**config.mk**
```make
export PLATFORM = sky130hd
export DESIGN_NAME = orc_regs
export DESIGN_NICKNAME = d
export VERILOG_FILES = /design/src/orc_regs.v /design/src/orc_frame_counter.v /design/src/orc_field_mux.v
export VERILOG_INCLUDE_DIRS = /design/src
export SDC_FILE = /design/constraint.sdc
export NUM_CORES = 1
export LEC_CHECK = 0
export ABC_AREA = 1
export ABC_CLOCK_PERIOD_IN_PS = 1160
export BUFFER_PORTS_ARGS = -buffer_cell sky130_fd_sc_hd__buf_2
export CAP_MARGIN = 20
export CORE_UTILIZATION = 47
export CTS_BUF_LIST = sky130_fd_sc_hd__clkbuf_8
export DETAILED_ROUTE_END_ITERATION = 16
export GPL_TIMING_DRIVEN = 0
export MAX_ROUTING_LAYER = met4
export PLACE_DENSITY = 0.79
export SLEW_MARGIN = 20
export SYNTH_ARGS = -nofsm -noshare
export SYNTH_HDL_FRONTEND = slang
export SYNTH_SLANG_ARGS = --single-unit
```
**constraint.sdc**
```tcl
create_clock -name ref_clk -period 1.16 [get_ports ref_clk]
set_input_delay 0.174 -clock ref_clk [delete_from_list [all_inputs] [get_ports ref_clk]]
set_output_delay 0.174 -clock ref_clk [all_outputs]
set_load 0.02 [all_outputs]
```
**src/orc_defines.vh**
```
// Purpose: offsets, field positions, reset values for the remote command bank
// Assumes: 8-bit management register space
// Notes: definitions only
`ifndef ORC_DEFINES_VH
`define ORC_DEFINES_VH

// register offsets
`define ORC_OFF_MODE        8'h4a
`define ORC_OFF_ADDR        8'h4b
`define ORC_OFF_DATA        8'h4c
`define ORC_OFF_SENT_CNT    8'h4d
`define ORC_OFF_RCVD_CNT    8'h4e
`define ORC_OFF_LOOPBACK    8'h44

// value written to the loop-back control register that clears the counters
`define ORC_CNT_CLEAR_VAL   8'h00

// mode register fields
`define ORC_RSV_HI          7
`define ORC_RSV_LO          6
`define ORC_CAP_HI          5
`define ORC_CAP_LO          4
`define ORC_OPC_HI          3
`define ORC_OPC_LO          2
`define ORC_OPM_HI          1
`define ORC_OPM_LO          0

// reset values
`define ORC_MODE_RST        8'h22
`define ORC_ADDR_RST        8'h00
`define ORC_DATA_RST        8'h00
`define ORC_CNT_RST         8'h00

// capability bits, read only
`define ORC_CAP_EXTENDED    2'h2

// operating mode codes
`define ORC_OPM_NORMAL      2'h0
`define ORC_OPM_EXTENDED    2'h2

// operation codes
`define ORC_OPC_READ_REPLY  2'h0
`define ORC_OPC_READ_REQ    2'h1
`define ORC_OPC_WRITE_REPLY 2'h2
`define ORC_OPC_WRITE_REQ   2'h3

`endif

```
**src/orc_regs.v**
```verilog
// Purpose: remote command registers and maintenance frame counters
// Assumes: management port strobes are one-cycle pulses, synchronous to ref_clk
// Notes: read data appears one cycle after the read strobe
`default_nettype none
`include "orc_defines.vh"

// Contract
// RULE_01: only a center-side unit uses the remote-command registers for frames.
// RULE_02: software keeps mode bits 7:6 at zero; they reset to zero.
// RULE_03: mode bits 5:4 are read-only, reset to 10, meaning extended support.
// RULE_04: in extended mode, mode bits 3:2 select the operation code.
// RULE_05: operating mode 00 uses own model info bytes in the frame.
// RULE_06: operating mode 10 fills model info from the three command registers.
// RULE_07: an issued remote command puts the address register into frame bits 39:32.
// RULE_08: an issued remote command puts the data register into frame bits 47:40.
// RULE_09: software loads the address register with the remote target address.
// RULE_10: software loads the data register with the remote data byte.
// RULE_11: sent counter counts each valid transmitted maintenance frame, 0 to 255.
// RULE_12: received counter counts frames with good CRC, opcode and direction.
// RULE_13: writing zero to the loop-back control register clears both counters.
// RULE_14: software avoids 0x22, 0x26, 0x2A, 0x2E in the first own model byte.
// RULE_15: counters wrap after 255; clear wins over increment.
module orc_regs (
    // clock and reset
    input  wire        ref_clk,
    input  wire        rst_n,
    // management register port
    input  wire [7:0]  reg_addr,
    input  wire        reg_wr,
    input  wire [7:0]  reg_wdata,
    input  wire        reg_rd,
    output reg  [7:0]  reg_rdata_q,
    output reg         reg_rvalid_q,
    // converter role
    input  wire        center_side,
    // remote command issue from transmit control
    input  wire        remote_cmd_issue,
    // own model info bytes
    input  wire [7:0]  own_model_0,
    input  wire [7:0]  own_model_1,
    input  wire [7:0]  own_model_2,
    // maintenance frame events
    input  wire        tx_frame_valid,
    input  wire        rx_frame_done,
    input  wire        rx_crc_good,
    input  wire        rx_opcode_valid,
    input  wire        rx_dir_valid,
    // frame builder side
    output wire [23:0] model_info_field,
    output reg         ext_mode_q,
    output reg  [1:0]  operation_code_q,
    output reg         mode_reserved_q,
    output reg         remote_cmd_pending_q,
    // counters
    output wire [7:0]  sent_count,
    output wire [7:0]  received_count
);

    // address match helper, used for every register
    function hit;
        input [7:0] a;
        input [7:0] off;
        begin
            hit = (a == off);
        end
    endfunction

    // extended mode check on an operating mode code
    function is_ext;
        input [1:0] m;
        begin
            is_ext = (m == `ORC_OPM_EXTENDED);
        end
    endfunction

    // reserved operating mode codes
    function is_rsv_mode;
        input [1:0] m;
        begin
            is_rsv_mode = (m != `ORC_OPM_NORMAL) && (m != `ORC_OPM_EXTENDED);
        end
    endfunction

    // writable part of the mode register, capability bits are not stored
    reg  [1:0] rsv_bits_q;
    reg  [1:0] rsv_bits_d;
    reg  [1:0] opc_bits_q;
    reg  [1:0] opc_bits_d;
    reg  [1:0] opm_bits_q;
    reg  [1:0] opm_bits_d;
    reg  [7:0] cmd_addr_q;
    reg  [7:0] cmd_addr_d;
    reg  [7:0] cmd_data_q;
    reg  [7:0] cmd_data_d;
    reg        pending_d;
    reg  [7:0] rdata_d;
    reg        rvalid_d;
    reg        ext_d;
    reg  [1:0] opc_d;
    reg        rsv_d;

    wire [7:0] mode_word;
    wire       wr_mode;
    wire       wr_addr;
    wire       wr_data;
    wire       cnt_clear;
    wire       rx_good;
    wire       center_ext;
    wire       center_cmd;
    wire       rd_hit;
    wire [7:0] mode_rst;

    // capability bits are constant, so they never take a write
    assign mode_word = {rsv_bits_q, `ORC_CAP_EXTENDED, opc_bits_q, opm_bits_q}; // [RULE_03]
    assign mode_rst  = `ORC_MODE_RST;

    assign wr_mode = reg_wr && hit(reg_addr, `ORC_OFF_MODE);
    assign wr_addr = reg_wr && hit(reg_addr, `ORC_OFF_ADDR);
    assign wr_data = reg_wr && hit(reg_addr, `ORC_OFF_DATA);

    // snoops writes to the loop-back control register, which lives elsewhere
    assign cnt_clear = reg_wr && hit(reg_addr, `ORC_OFF_LOOPBACK)
                       && (reg_wdata == `ORC_CNT_CLEAR_VAL); // [RULE_13]

    assign rx_good = rx_frame_done && rx_crc_good && rx_opcode_valid && rx_dir_valid; // [RULE_12]

    // terminal side never substitutes command bytes into its frames
    assign center_ext = center_side && is_ext(opm_bits_q);      // [RULE_01]
    assign center_cmd = center_side && remote_cmd_pending_q;    // [RULE_01]

    assign rd_hit = hit(reg_addr, `ORC_OFF_MODE)
                 || hit(reg_addr, `ORC_OFF_ADDR)
                 || hit(reg_addr, `ORC_OFF_DATA)
                 || hit(reg_addr, `ORC_OFF_SENT_CNT)
                 || hit(reg_addr, `ORC_OFF_RCVD_CNT);

    // register writes
    always @* begin
        rsv_bits_d = rsv_bits_q;
        opc_bits_d = opc_bits_q;
        opm_bits_d = opm_bits_q;
        cmd_addr_d = cmd_addr_q;
        cmd_data_d = cmd_data_q;
        if (wr_mode) begin
            // reserved bits stored as written; zero is software's duty
            rsv_bits_d = reg_wdata[`ORC_RSV_HI:`ORC_RSV_LO];  // [RULE_02]
            opc_bits_d = reg_wdata[`ORC_OPC_HI:`ORC_OPC_LO];  // [RULE_04]
            opm_bits_d = reg_wdata[`ORC_OPM_HI:`ORC_OPM_LO];
        end
        if (wr_addr) begin
            cmd_addr_d = reg_wdata;                           // [RULE_09]
        end
        if (wr_data) begin
            cmd_data_d = reg_wdata;                           // [RULE_10]
        end
    end

    // a command stays pending until its frame goes out; new issue wins
    always @* begin
        pending_d = remote_cmd_pending_q;
        if (tx_frame_valid) begin
            pending_d = 1'b0;
        end
        if (remote_cmd_issue && center_side) begin
            pending_d = 1'b1;                                 // [RULE_07] [RULE_08]
        end
    end

    // decoded mode for the frame builder
    always @* begin
        ext_d = is_ext(opm_bits_q);
        rsv_d = is_rsv_mode(opm_bits_q);                      // [RULE_06]
        opc_d = `ORC_OPC_READ_REPLY;
        if (ext_d) begin
            opc_d = opc_bits_q;                               // [RULE_04]
        end
    end

    // read path; unmapped addresses give no valid and zero data
    always @* begin
        rdata_d  = 8'h00;
        rvalid_d = 1'b0;
        if (reg_rd && rd_hit) begin
            rvalid_d = 1'b1;
            case (reg_addr)
                `ORC_OFF_MODE: begin
                    rdata_d = mode_word;                      // [RULE_03]
                end
                `ORC_OFF_ADDR: begin
                    rdata_d = cmd_addr_q;
                end
                `ORC_OFF_DATA: begin
                    rdata_d = cmd_data_q;
                end
                `ORC_OFF_SENT_CNT: begin
                    rdata_d = sent_count;                     // [RULE_11]
                end
                `ORC_OFF_RCVD_CNT: begin
                    rdata_d = received_count;                 // [RULE_12]
                end
                default: begin
                    rdata_d = 8'h00;
                end
            endcase
        end
    end

    // mode fields, reset from the tabulated image so extended mode is on
    always @(posedge ref_clk) begin
        if (!rst_n) begin
            rsv_bits_q <= mode_rst[`ORC_RSV_HI:`ORC_RSV_LO];  // [RULE_02]
            opc_bits_q <= mode_rst[`ORC_OPC_HI:`ORC_OPC_LO];
            opm_bits_q <= mode_rst[`ORC_OPM_HI:`ORC_OPM_LO];
        end else begin
            rsv_bits_q <= rsv_bits_d;
            opc_bits_q <= opc_bits_d;
            opm_bits_q <= opm_bits_d;
        end
    end

    // command bytes
    always @(posedge ref_clk) begin
        if (!rst_n) begin
            cmd_addr_q <= `ORC_ADDR_RST;
            cmd_data_q <= `ORC_DATA_RST;
        end else begin
            cmd_addr_q <= cmd_addr_d;
            cmd_data_q <= cmd_data_d;
        end
    end

    // pending flag; set beats clear in the same cycle
    always @(posedge ref_clk) begin
        if (!rst_n) begin
            remote_cmd_pending_q <= 1'b0;
        end else begin
            remote_cmd_pending_q <= pending_d;
        end
    end

    // read answer, one cycle after the strobe
    always @(posedge ref_clk) begin
        if (!rst_n) begin
            reg_rdata_q  <= 8'h00;
            reg_rvalid_q <= 1'b0;
        end else begin
            reg_rdata_q  <= rdata_d;
            reg_rvalid_q <= rvalid_d;
        end
    end

    // decoded levels registered so the frame builder sees no decode glitches
    always @(posedge ref_clk) begin
        if (!rst_n) begin
            ext_mode_q       <= 1'b0;
            operation_code_q <= 2'h0;
            mode_reserved_q  <= 1'b0;
        end else begin
            ext_mode_q       <= ext_d;
            operation_code_q <= opc_d;
            mode_reserved_q  <= rsv_d;
        end
    end

    // frame field selection, registered inside the mux
    orc_field_mux u_field_mux (
        .ref_clk            (ref_clk),
        .rst_n              (rst_n),
        .ext_sel            (center_ext),
        .cmd_sel            (center_cmd),
        .own_model_0        (own_model_0),
        .own_model_1        (own_model_1),
        .own_model_2        (own_model_2),
        .cmd_mode           (mode_word),
        .cmd_addr           (cmd_addr_q),
        .cmd_data           (cmd_data_q),
        .model_info_field_q (model_info_field)
    );

    // both sides count sent frames
    orc_frame_counter #(
        .WIDTH (8)
    ) u_sent_cnt (
        .ref_clk (ref_clk),
        .rst_n   (rst_n),
        .inc     (tx_frame_valid),                            // [RULE_11]
        .clr     (cnt_clear),
        .count_q (sent_count)
    );

    // both sides count good received frames
    orc_frame_counter #(
        .WIDTH (8)
    ) u_rcvd_cnt (
        .ref_clk (ref_clk),
        .rst_n   (rst_n),
        .inc     (rx_good),                                   // [RULE_12]
        .clr     (cnt_clear),
        .count_q (received_count)
    );

endmodule // orc_regs
`default_nettype wire

```
**src/orc_frame_counter.v**
```verilog
// Purpose: 8-bit wrapping counter of valid maintenance frames
// Assumes: inc and clr are one-cycle pulses on ref_clk
// Notes: clear beats increment in the same cycle
`default_nettype none
`include "orc_defines.vh"

module orc_frame_counter #(
    parameter WIDTH = 8
) (
    // clock and reset
    input  wire             ref_clk,
    input  wire             rst_n,
    // control
    input  wire             inc,
    input  wire             clr,
    // count
    output reg [WIDTH-1:0]  count_q
);

    reg [WIDTH-1:0] count_d;

    always @* begin
        count_d = count_q;
        if (clr) begin
            count_d = {WIDTH{1'b0}};                 // [RULE_13] [RULE_15]
        end else if (inc) begin
            count_d = count_q + {{(WIDTH-1){1'b0}}, 1'b1}; // [RULE_15]
        end
    end

    always @(posedge ref_clk) begin
        if (!rst_n) begin
            count_q <= {WIDTH{1'b0}};
        end else begin
            count_q <= count_d;
        end
    end

endmodule // orc_frame_counter
`default_nettype wire

```
**src/orc_field_mux.v**
```verilog
// Purpose: selects the 24-bit model-info field of the outgoing maintenance frame
// Assumes: select inputs are levels on ref_clk
// Notes: output registered, one cycle behind its inputs
`default_nettype none
`include "orc_defines.vh"

module orc_field_mux (
    // clock and reset
    input  wire        ref_clk,
    input  wire        rst_n,
    // selects
    input  wire        ext_sel,
    input  wire        cmd_sel,
    // own model bytes
    input  wire [7:0]  own_model_0,
    input  wire [7:0]  own_model_1,
    input  wire [7:0]  own_model_2,
    // remote command bytes
    input  wire [7:0]  cmd_mode,
    input  wire [7:0]  cmd_addr,
    input  wire [7:0]  cmd_data,
    // frame bits 47:24
    output reg  [23:0] model_info_field_q
);

    reg [23:0] model_info_field_d;

    always @* begin
        // normal mode: own model info bytes
        model_info_field_d = {own_model_2, own_model_1, own_model_0}; // [RULE_05]
        if (ext_sel) begin
            model_info_field_d = {cmd_data, cmd_addr, cmd_mode};       // [RULE_06]
        end else if (cmd_sel) begin
            model_info_field_d[15:8]  = cmd_addr;                      // [RULE_07]
            model_info_field_d[23:16] = cmd_data;                      // [RULE_08]
        end
    end

    always @(posedge ref_clk) begin
        if (!rst_n) begin
            model_info_field_q <= 24'h00_0000;
        end else begin
            model_info_field_q <= model_info_field_d;
        end
    end

endmodule // orc_field_mux
`default_nettype wire

```
# After elaboration in Yosys (flattened, before gate mapping)
# Cells that the tools add are included.
[word_totals]
inputBits = 51
word_cells = 57
output_inout_bits = 54
ff_bits = 76
[op_classes]
reduce_logical = 24
addsub = 2
bitwise_logic = 1
muxes = 7
eq_ne = 8
[op_table]
columns = ["operator", "count"]
rows = [
  ["equality test 8 x 7 -> 1 bit (second input constant)", 6],
  ["case mux 8 bit (5 select lines)", 1],
  ["two-way mux 16 bit", 2],
  ["adder 8 x 1 -> 8 bit (second input constant)", 2],
  ["logical AND 1 bit", 13],
  ["logical NOT 8 bit", 1],
  ["two-way mux 8 bit", 1],
  ["logical OR 1 bit", 4],
  ["AND reduction 2 bit", 2],
  ["nonzero test 2 bit", 2],
  ["OR reduction 2 bit", 2],
  ["two-way mux 1 bit", 3],
  ["equality test 2 bit (second input constant)", 1],
  ["!= test 2 bit (second input constant)", 1],
  ["NOT 1 bit", 1],
]

# Depth between registers and ports, before layout
[logic_depth]
word_depth = 7
depth_mapped = 8
mapped_depth_nobuf = 7

# Modules after synthesis
# From an unflattened synthesis, not the netlist that was laid out.
[unflattened]
hier_cells = 470
area_unflattened_um2 = 3518.4
[by_module_without_submodules]
columns = ["mod", "n_inst", "seq_area_each_um2", "cells_per_inst", "area_each_um2"]
rows = [
  ["orc_regs", 1, 720.7, 234, 1835.5],
  ["orc_field_mux", 1, 480.5, 136, 959.7],
  ["orc_frame_counter", 2, 160.2, 50, 361.6],
]

# Least setup slack after synthesis
# OpenSTA, ideal clock, no wires.
[synth_timing]
path_kind = "reg2reg"
from = "register u_sent_cnt.count_q[1]"
to = "register u_sent_cnt.count_q[6]"
stages_incl_launch_ff = 7
synth_period_minus_slack_ps = 1309
path_slack_ps = -149
required_ps = 1046
arrival_ps = 1195
path_cell_list = "dfxtp_1 > ha_1 > nand3_1 > nor2_1 > nand3_1 > xor2_1 > nor2_1"
[synth_via]
elab_chain_len = 1
[synth_lines]
columns = ["element", "line_no", "text"]
rows = [
  ["start: declaration", "orc_frame_counter.v:17", "output reg [WIDTH-1:0] count_q"],
  ["start signal: assignment", "orc_frame_counter.v:33", "count_q <= {WIDTH{1'b0}};"],
  ["start signal: assignment", "orc_frame_counter.v:35", "count_q <= count_d;"],
  ["adder 8 x 1 -> 8 bit", "orc_frame_counter.v:27", "count_d = count_q + {{(WIDTH-1){1'b0}}, 1'b1};"],
]
# Every way passes these cells.
# A chain may end at the register's enable or synchronous reset.

# Final worst setup path
[layout_timing]
from = "register opm_bits_q[0], in the netlist is_ext.m[0]"
to = "register u_field_mux.model_info_field_q[17]"
[layout_via]
elab_chain_len = 3
[layout_lines]
columns = ["element", "line_no", "text"]
rows = [
  ["start: declaration", "orc_regs.v:89", "reg [1:0] opm_bits_q;"],
  ["start signal: assignment", "orc_regs.v:213", "opm_bits_q <= mode_rst[`ORC_OPM_HI:`ORC_OPM_LO];"],
  ["start signal: assignment", "orc_regs.v:217", "opm_bits_q <= opm_bits_d;"],
  ["equality test 2 bit (no line)", "n/a", ""],
  ["logical AND 1 bit", "orc_regs.v:128", "assign center_ext = center_side && is_ext(opm_bits_q);"],
  ["two-way mux 16 bit", "orc_field_mux.v:31", "if (ext_sel) begin"],
  ["end signal: assignment", "orc_field_mux.v:43", "model_info_field_q <= model_info_field_d;"],
  ["end: declaration", "orc_field_mux.v:23", "output reg [23:0] model_info_field_q"],
]
# Every way passes these cells.

==> summary.md <==
| Metric | Value |
|---|---|
| Outcome | `complete, but fails checks` |
| Failing checks | `negative setup slack` |
| IO buf count | `103` |
| Synth Area in Adders | `0.00779` |
| DRC violations left | `0` |
| Synth area leaders | `dfxtp_1, a21oi_1, o21ai_0, nand3_1, nand2_1` |
| Ys Warns | `0` |
| RSZ-0062 raised after global routing | `true` |
| Syn Area/Cell | `7.77 sq um` |
| Endpoints failing setup | `7` |
| CP max stage cell | `dfxtp_2` |
| PnR worst setup slack | `-18.9 ps` |
| Yosys top cell area share | `0.474` |
| Height of the chip | `84.7 um` |
| Max Cap Viol | `0` |
| Post-synth ARST share | `0` |
| Final Cycle Share | `1.02` |
| Die X-Extent | `84.7 um` |
| Compound-Gate Fraction of Synth Area | `0.172` |
| Hold crit path type | `in2reg` |
| Critical Path Sink | `u_field_mux.model_info_field_q[17]$_SDFF_PN0_` |
| WP data required | `1400 ps` |
| Post-synth cell types | `29` |
| ANT cells | `0` |
| Crit end category | `flip-flop` |
| Synth Area in XOR/XNOR | `0.00818` |
| Layout area overhead | `37.9%` |
| Clock Sinks | `between 70 and 80` |
| Cell taking the most area after synthesis | `dfxtp_1` |
| Drt pass-1 iters | `7` |
| Crit path max fanout | `10` |
| Met3 wire len | `606 um` |
| CTS tree | `done` |
| DP Area | `0.00383 sq mm` |
| H-tree Lvls | `3` |
| Root Buffer | `clkbuf_8` |
| Final clock skew | `10.2 ps` |
| Total Wirelength | `8990 um` |
| Worst vdd ir | `965 uV` |
| Critical path arrival | `roughly 1400 ps` |
| CP peak stage delay | `330 ps` |
| GR Overflow Total | `0` |
| Initial Util | `0.497` |
| Sequential share of the synthesized area | `0.474` |
| Hold Vio Cnt, Final | `0` |
| Post-layout minimum cycle time | `1180 ps` |
| CP Buf/Inv Count | `2` |
| Vias per cell | `5.28` |
| Dpl hpwl | `about 6300 um` |
| Worst setup path start | `is_ext.m[0]$_SDFFE_PN0P_` |
| Synth Net Count | `466` |
| Share of cells above drive strength 1 | `0.392` |
| Fin nets | `596` |
| Ports | `about 110` |
| Initial DRC count | `~210` |
| Vias | `3,300` |
| Cell area power density | `1230 mW/mm^2` |
| R2R cell count | `5` |
| Core outline area | `0.00646 sq mm` |
| Startpoint Class | `flip-flop` |
| Crit path kind | `reg2reg` |
| Post-Synth Simple-Gate Area | `0.249` |
| Reg2Reg Setup Slack | `-20 ps` |
| Rel. slew slack | `0.652` |
| CTS Buffer Depth | `2` |
| Final number of max-transition violations | `0` |
| Final ANT Viol Nets | `0` |
| Flops & latches, synth | `76` |
| EDFF count, synth | `0` |
| Final instance area | `0.00443 sq mm` |
| Total power | `0.00546 W` |
| Count leader, synth | `dfxtp_1` |
| First-pass GRT wire length | `approximately 14,000 um` |
| Critical path depth | `5` |
| Worst-path clk slew | `around 80 ps` |
| Crit Reg-Reg Startpoint | `is_ext.m[0]$_SDFFE_PN0P_` |
| FF-to-FF End | `u_field_mux.model_info_field_q[17]$_SDFF_PN0_` |
| CP Cell Sequence | `inv_2, nand2_4, a21oi_4, buf_4, a21oi_1` |
| Netlist Area Pre-Place | `0.00321 sq mm` |
| Worst hold margin | `25.6 ps` |
| Largest net degree at the start of global routing | `14` |
| WL met2 | `4270 um` |
| Initial antenna violation count | `0` |
| Top cell family by delay on the critical path | `compound AO/OA/AOI/OAI gates` |
| Top Layer Used | `met4` |
| Worst-skew pair later-pin latency | `350 ps` |
| Wire per inst | `14.4 um` |
| Row count | `29` |
| Global Route Usage Sum | `0.251` |
| Vias in the first global route | `between 2,000 and 3,000` |
| Placer Congestion | `0.917` |
| Wl on met1 | `~3900 um` |
| Worst Max-Slew Pin Slew | `around 520 ps` |
| Most instantiated cells after synthesis | `dfxtp_1, a21oi_1, nand2_1` |
| P_leak | `1.97 nW` |
| Cts bufs inserted | `9` |
| Main flop type after synthesis | `dfxtp_1` |
| Full die area | `roughly 0.007 sq mm` |
| Largest family of logic cells by synthesized area | `simple AND/OR/NAND/NOR gates` |
| Max frequency | `between 800 and 900 MHz` |
| Cells after synthesis | `between 400 and 500` |
| Multiplexer area fraction after synthesis | `0` |
per-stage QoR:
stage / std cells / utilization / setup slack (ps) / TNS (ps)
6_report: 625 / 0.686 / -18.9 / -77.3
5_1_grt: 625 / 0.686 / -82.0 / -1290
4_1_cts: 619 / 0.654 / -7.06 / -25.6
3_5_place_dp: 593 / 0.593 / -198 / -5590
3_3_place_gp: 593 / 0.593 / -174 / -3870
2_1_floorplan: 413 / - / -32.2 / -32.2
layer usage:
metal	up-vias	global-route usage
li1	1615	-
met1	1517	0.319
met2	147	0.392
met3	21	0.0403
met4	0	0.116
met5	-	-
cell usage in the layout, fill, tap and decap left out, types with 3 or more instances in the layout:
master | Yosys | final
buf_2 | 4 | 104
dfxtp_1 | 76 | 62
inv_1 | 50 | 48
nand2_1 | 51 | 46
a21oi_1 | 51 | 45
nand3_1 | 42 | 38
nor2_1 | 41 | 36
o21ai_0 | 47 | 29
buf_4 | 2 | 12
buf_6 | 4 | 11
o21ai_2 | 1 | 11
o21ai_1 | 2 | 10
nor2_4 | 5 | 10
clkbuf_8 | 0 | 9
dfxtp_2 | 0 | 9
nand2_2 | 5 | 8
a21oi_2 | 1 | 6
nor3_1 | 7 | 6
dfxtp_4 | 0 | 5
inv_2 | 1 | 4
clkbuf_1 | 4 | 4
nand3_4 | 3 | 4
nand3_2 | 1 | 4
xor2_1 | 3 | 3
final cells by class:
| type | count | area (sq um) |
|---|---|---|
| Clock inverter | 7 | 91.3 |
| Inverter | 51 | 191 |
| Buffer | 13 | 103 |
| Sequential cell | 76 | 1550 |
| Timing Repair Buffer | 120 | 687 |
| Multi-Input combinational cell | 272 | 1580 |
| Clock buffer | 9 | 124 |
| Tap cell | 77 | 96.3 |
| Fill cell | 533 | 2030 |
repair_timing:
| action | CTS | global route |
|---|---|---|
| buffers inserted | 8 | 8 |
| endpoints found under the setup margin | 25 | 33 |
| gates resized for setup | 31 | 60 |
| endpoints found under the hold margin | 0 | 0 |
| cloned | 2 | 0 |
| hold buffers | 0 | 0 |
| pin swaps | 3 | 15 |
power breakdown:
group	internal, W	switching (W)
registers	0.00266	0.0000265
clock network	0.00121	0.000988
logic	0.000228	0.000354
total	0.00410	0.00137
registers in the layout, summed over array words and instances, names as in the netlist, 8 cells and up:
name                            flops
cmd_addr_q                          8
cmd_data_q                          8
reg_rdata_q                         8
u_field_mux.model_info_field_q     24
u_rcvd_cnt.count_q                  8
u_sent_cnt.count_q                  8
worst min path at each step:
stage	from	end	slack, ps	cells past startpoint
floorplan	reg_wdata[1]	is_ext.m[1]$_SDFFE_PN1P_	290	2
global placement	own_model_0[5]	u_field_mux.model_info_field_q[5]$_SDFF_PN0_	390	2
detailed placement	own_model_0[5]	u_field_mux.model_info_field_q[5]$_SDFF_PN0_	390	2
CTS	own_model_0[5]	u_field_mux.model_info_field_q[5]$_SDFF_PN0_	30	2
global route	own_model_0[5]	u_field_mux.model_info_field_q[5]$_SDFF_PN0_	10	2
finish	own_model_0[5]	u_field_mux.model_info_field_q[5]$_SDFF_PN0_	30	2
worst reg2reg max path: stages, from the launching register on:
cell and delay, ps:
dfxtp_2 330, inv_2 70, nand2_4 70, a21oi_4 260, buf_4 260, a21oi_1 90
kinds of logic after synthesis:
group / after synthesis
adder cells (fa/ha/maj): 2
buffers and inverters: 65
XOR/XNOR: 3
AO/OA/AOI/OAI: 105
AND/OR/NAND/NOR: 162
flip-flops: 76
(Power assumes the default switching activity.)
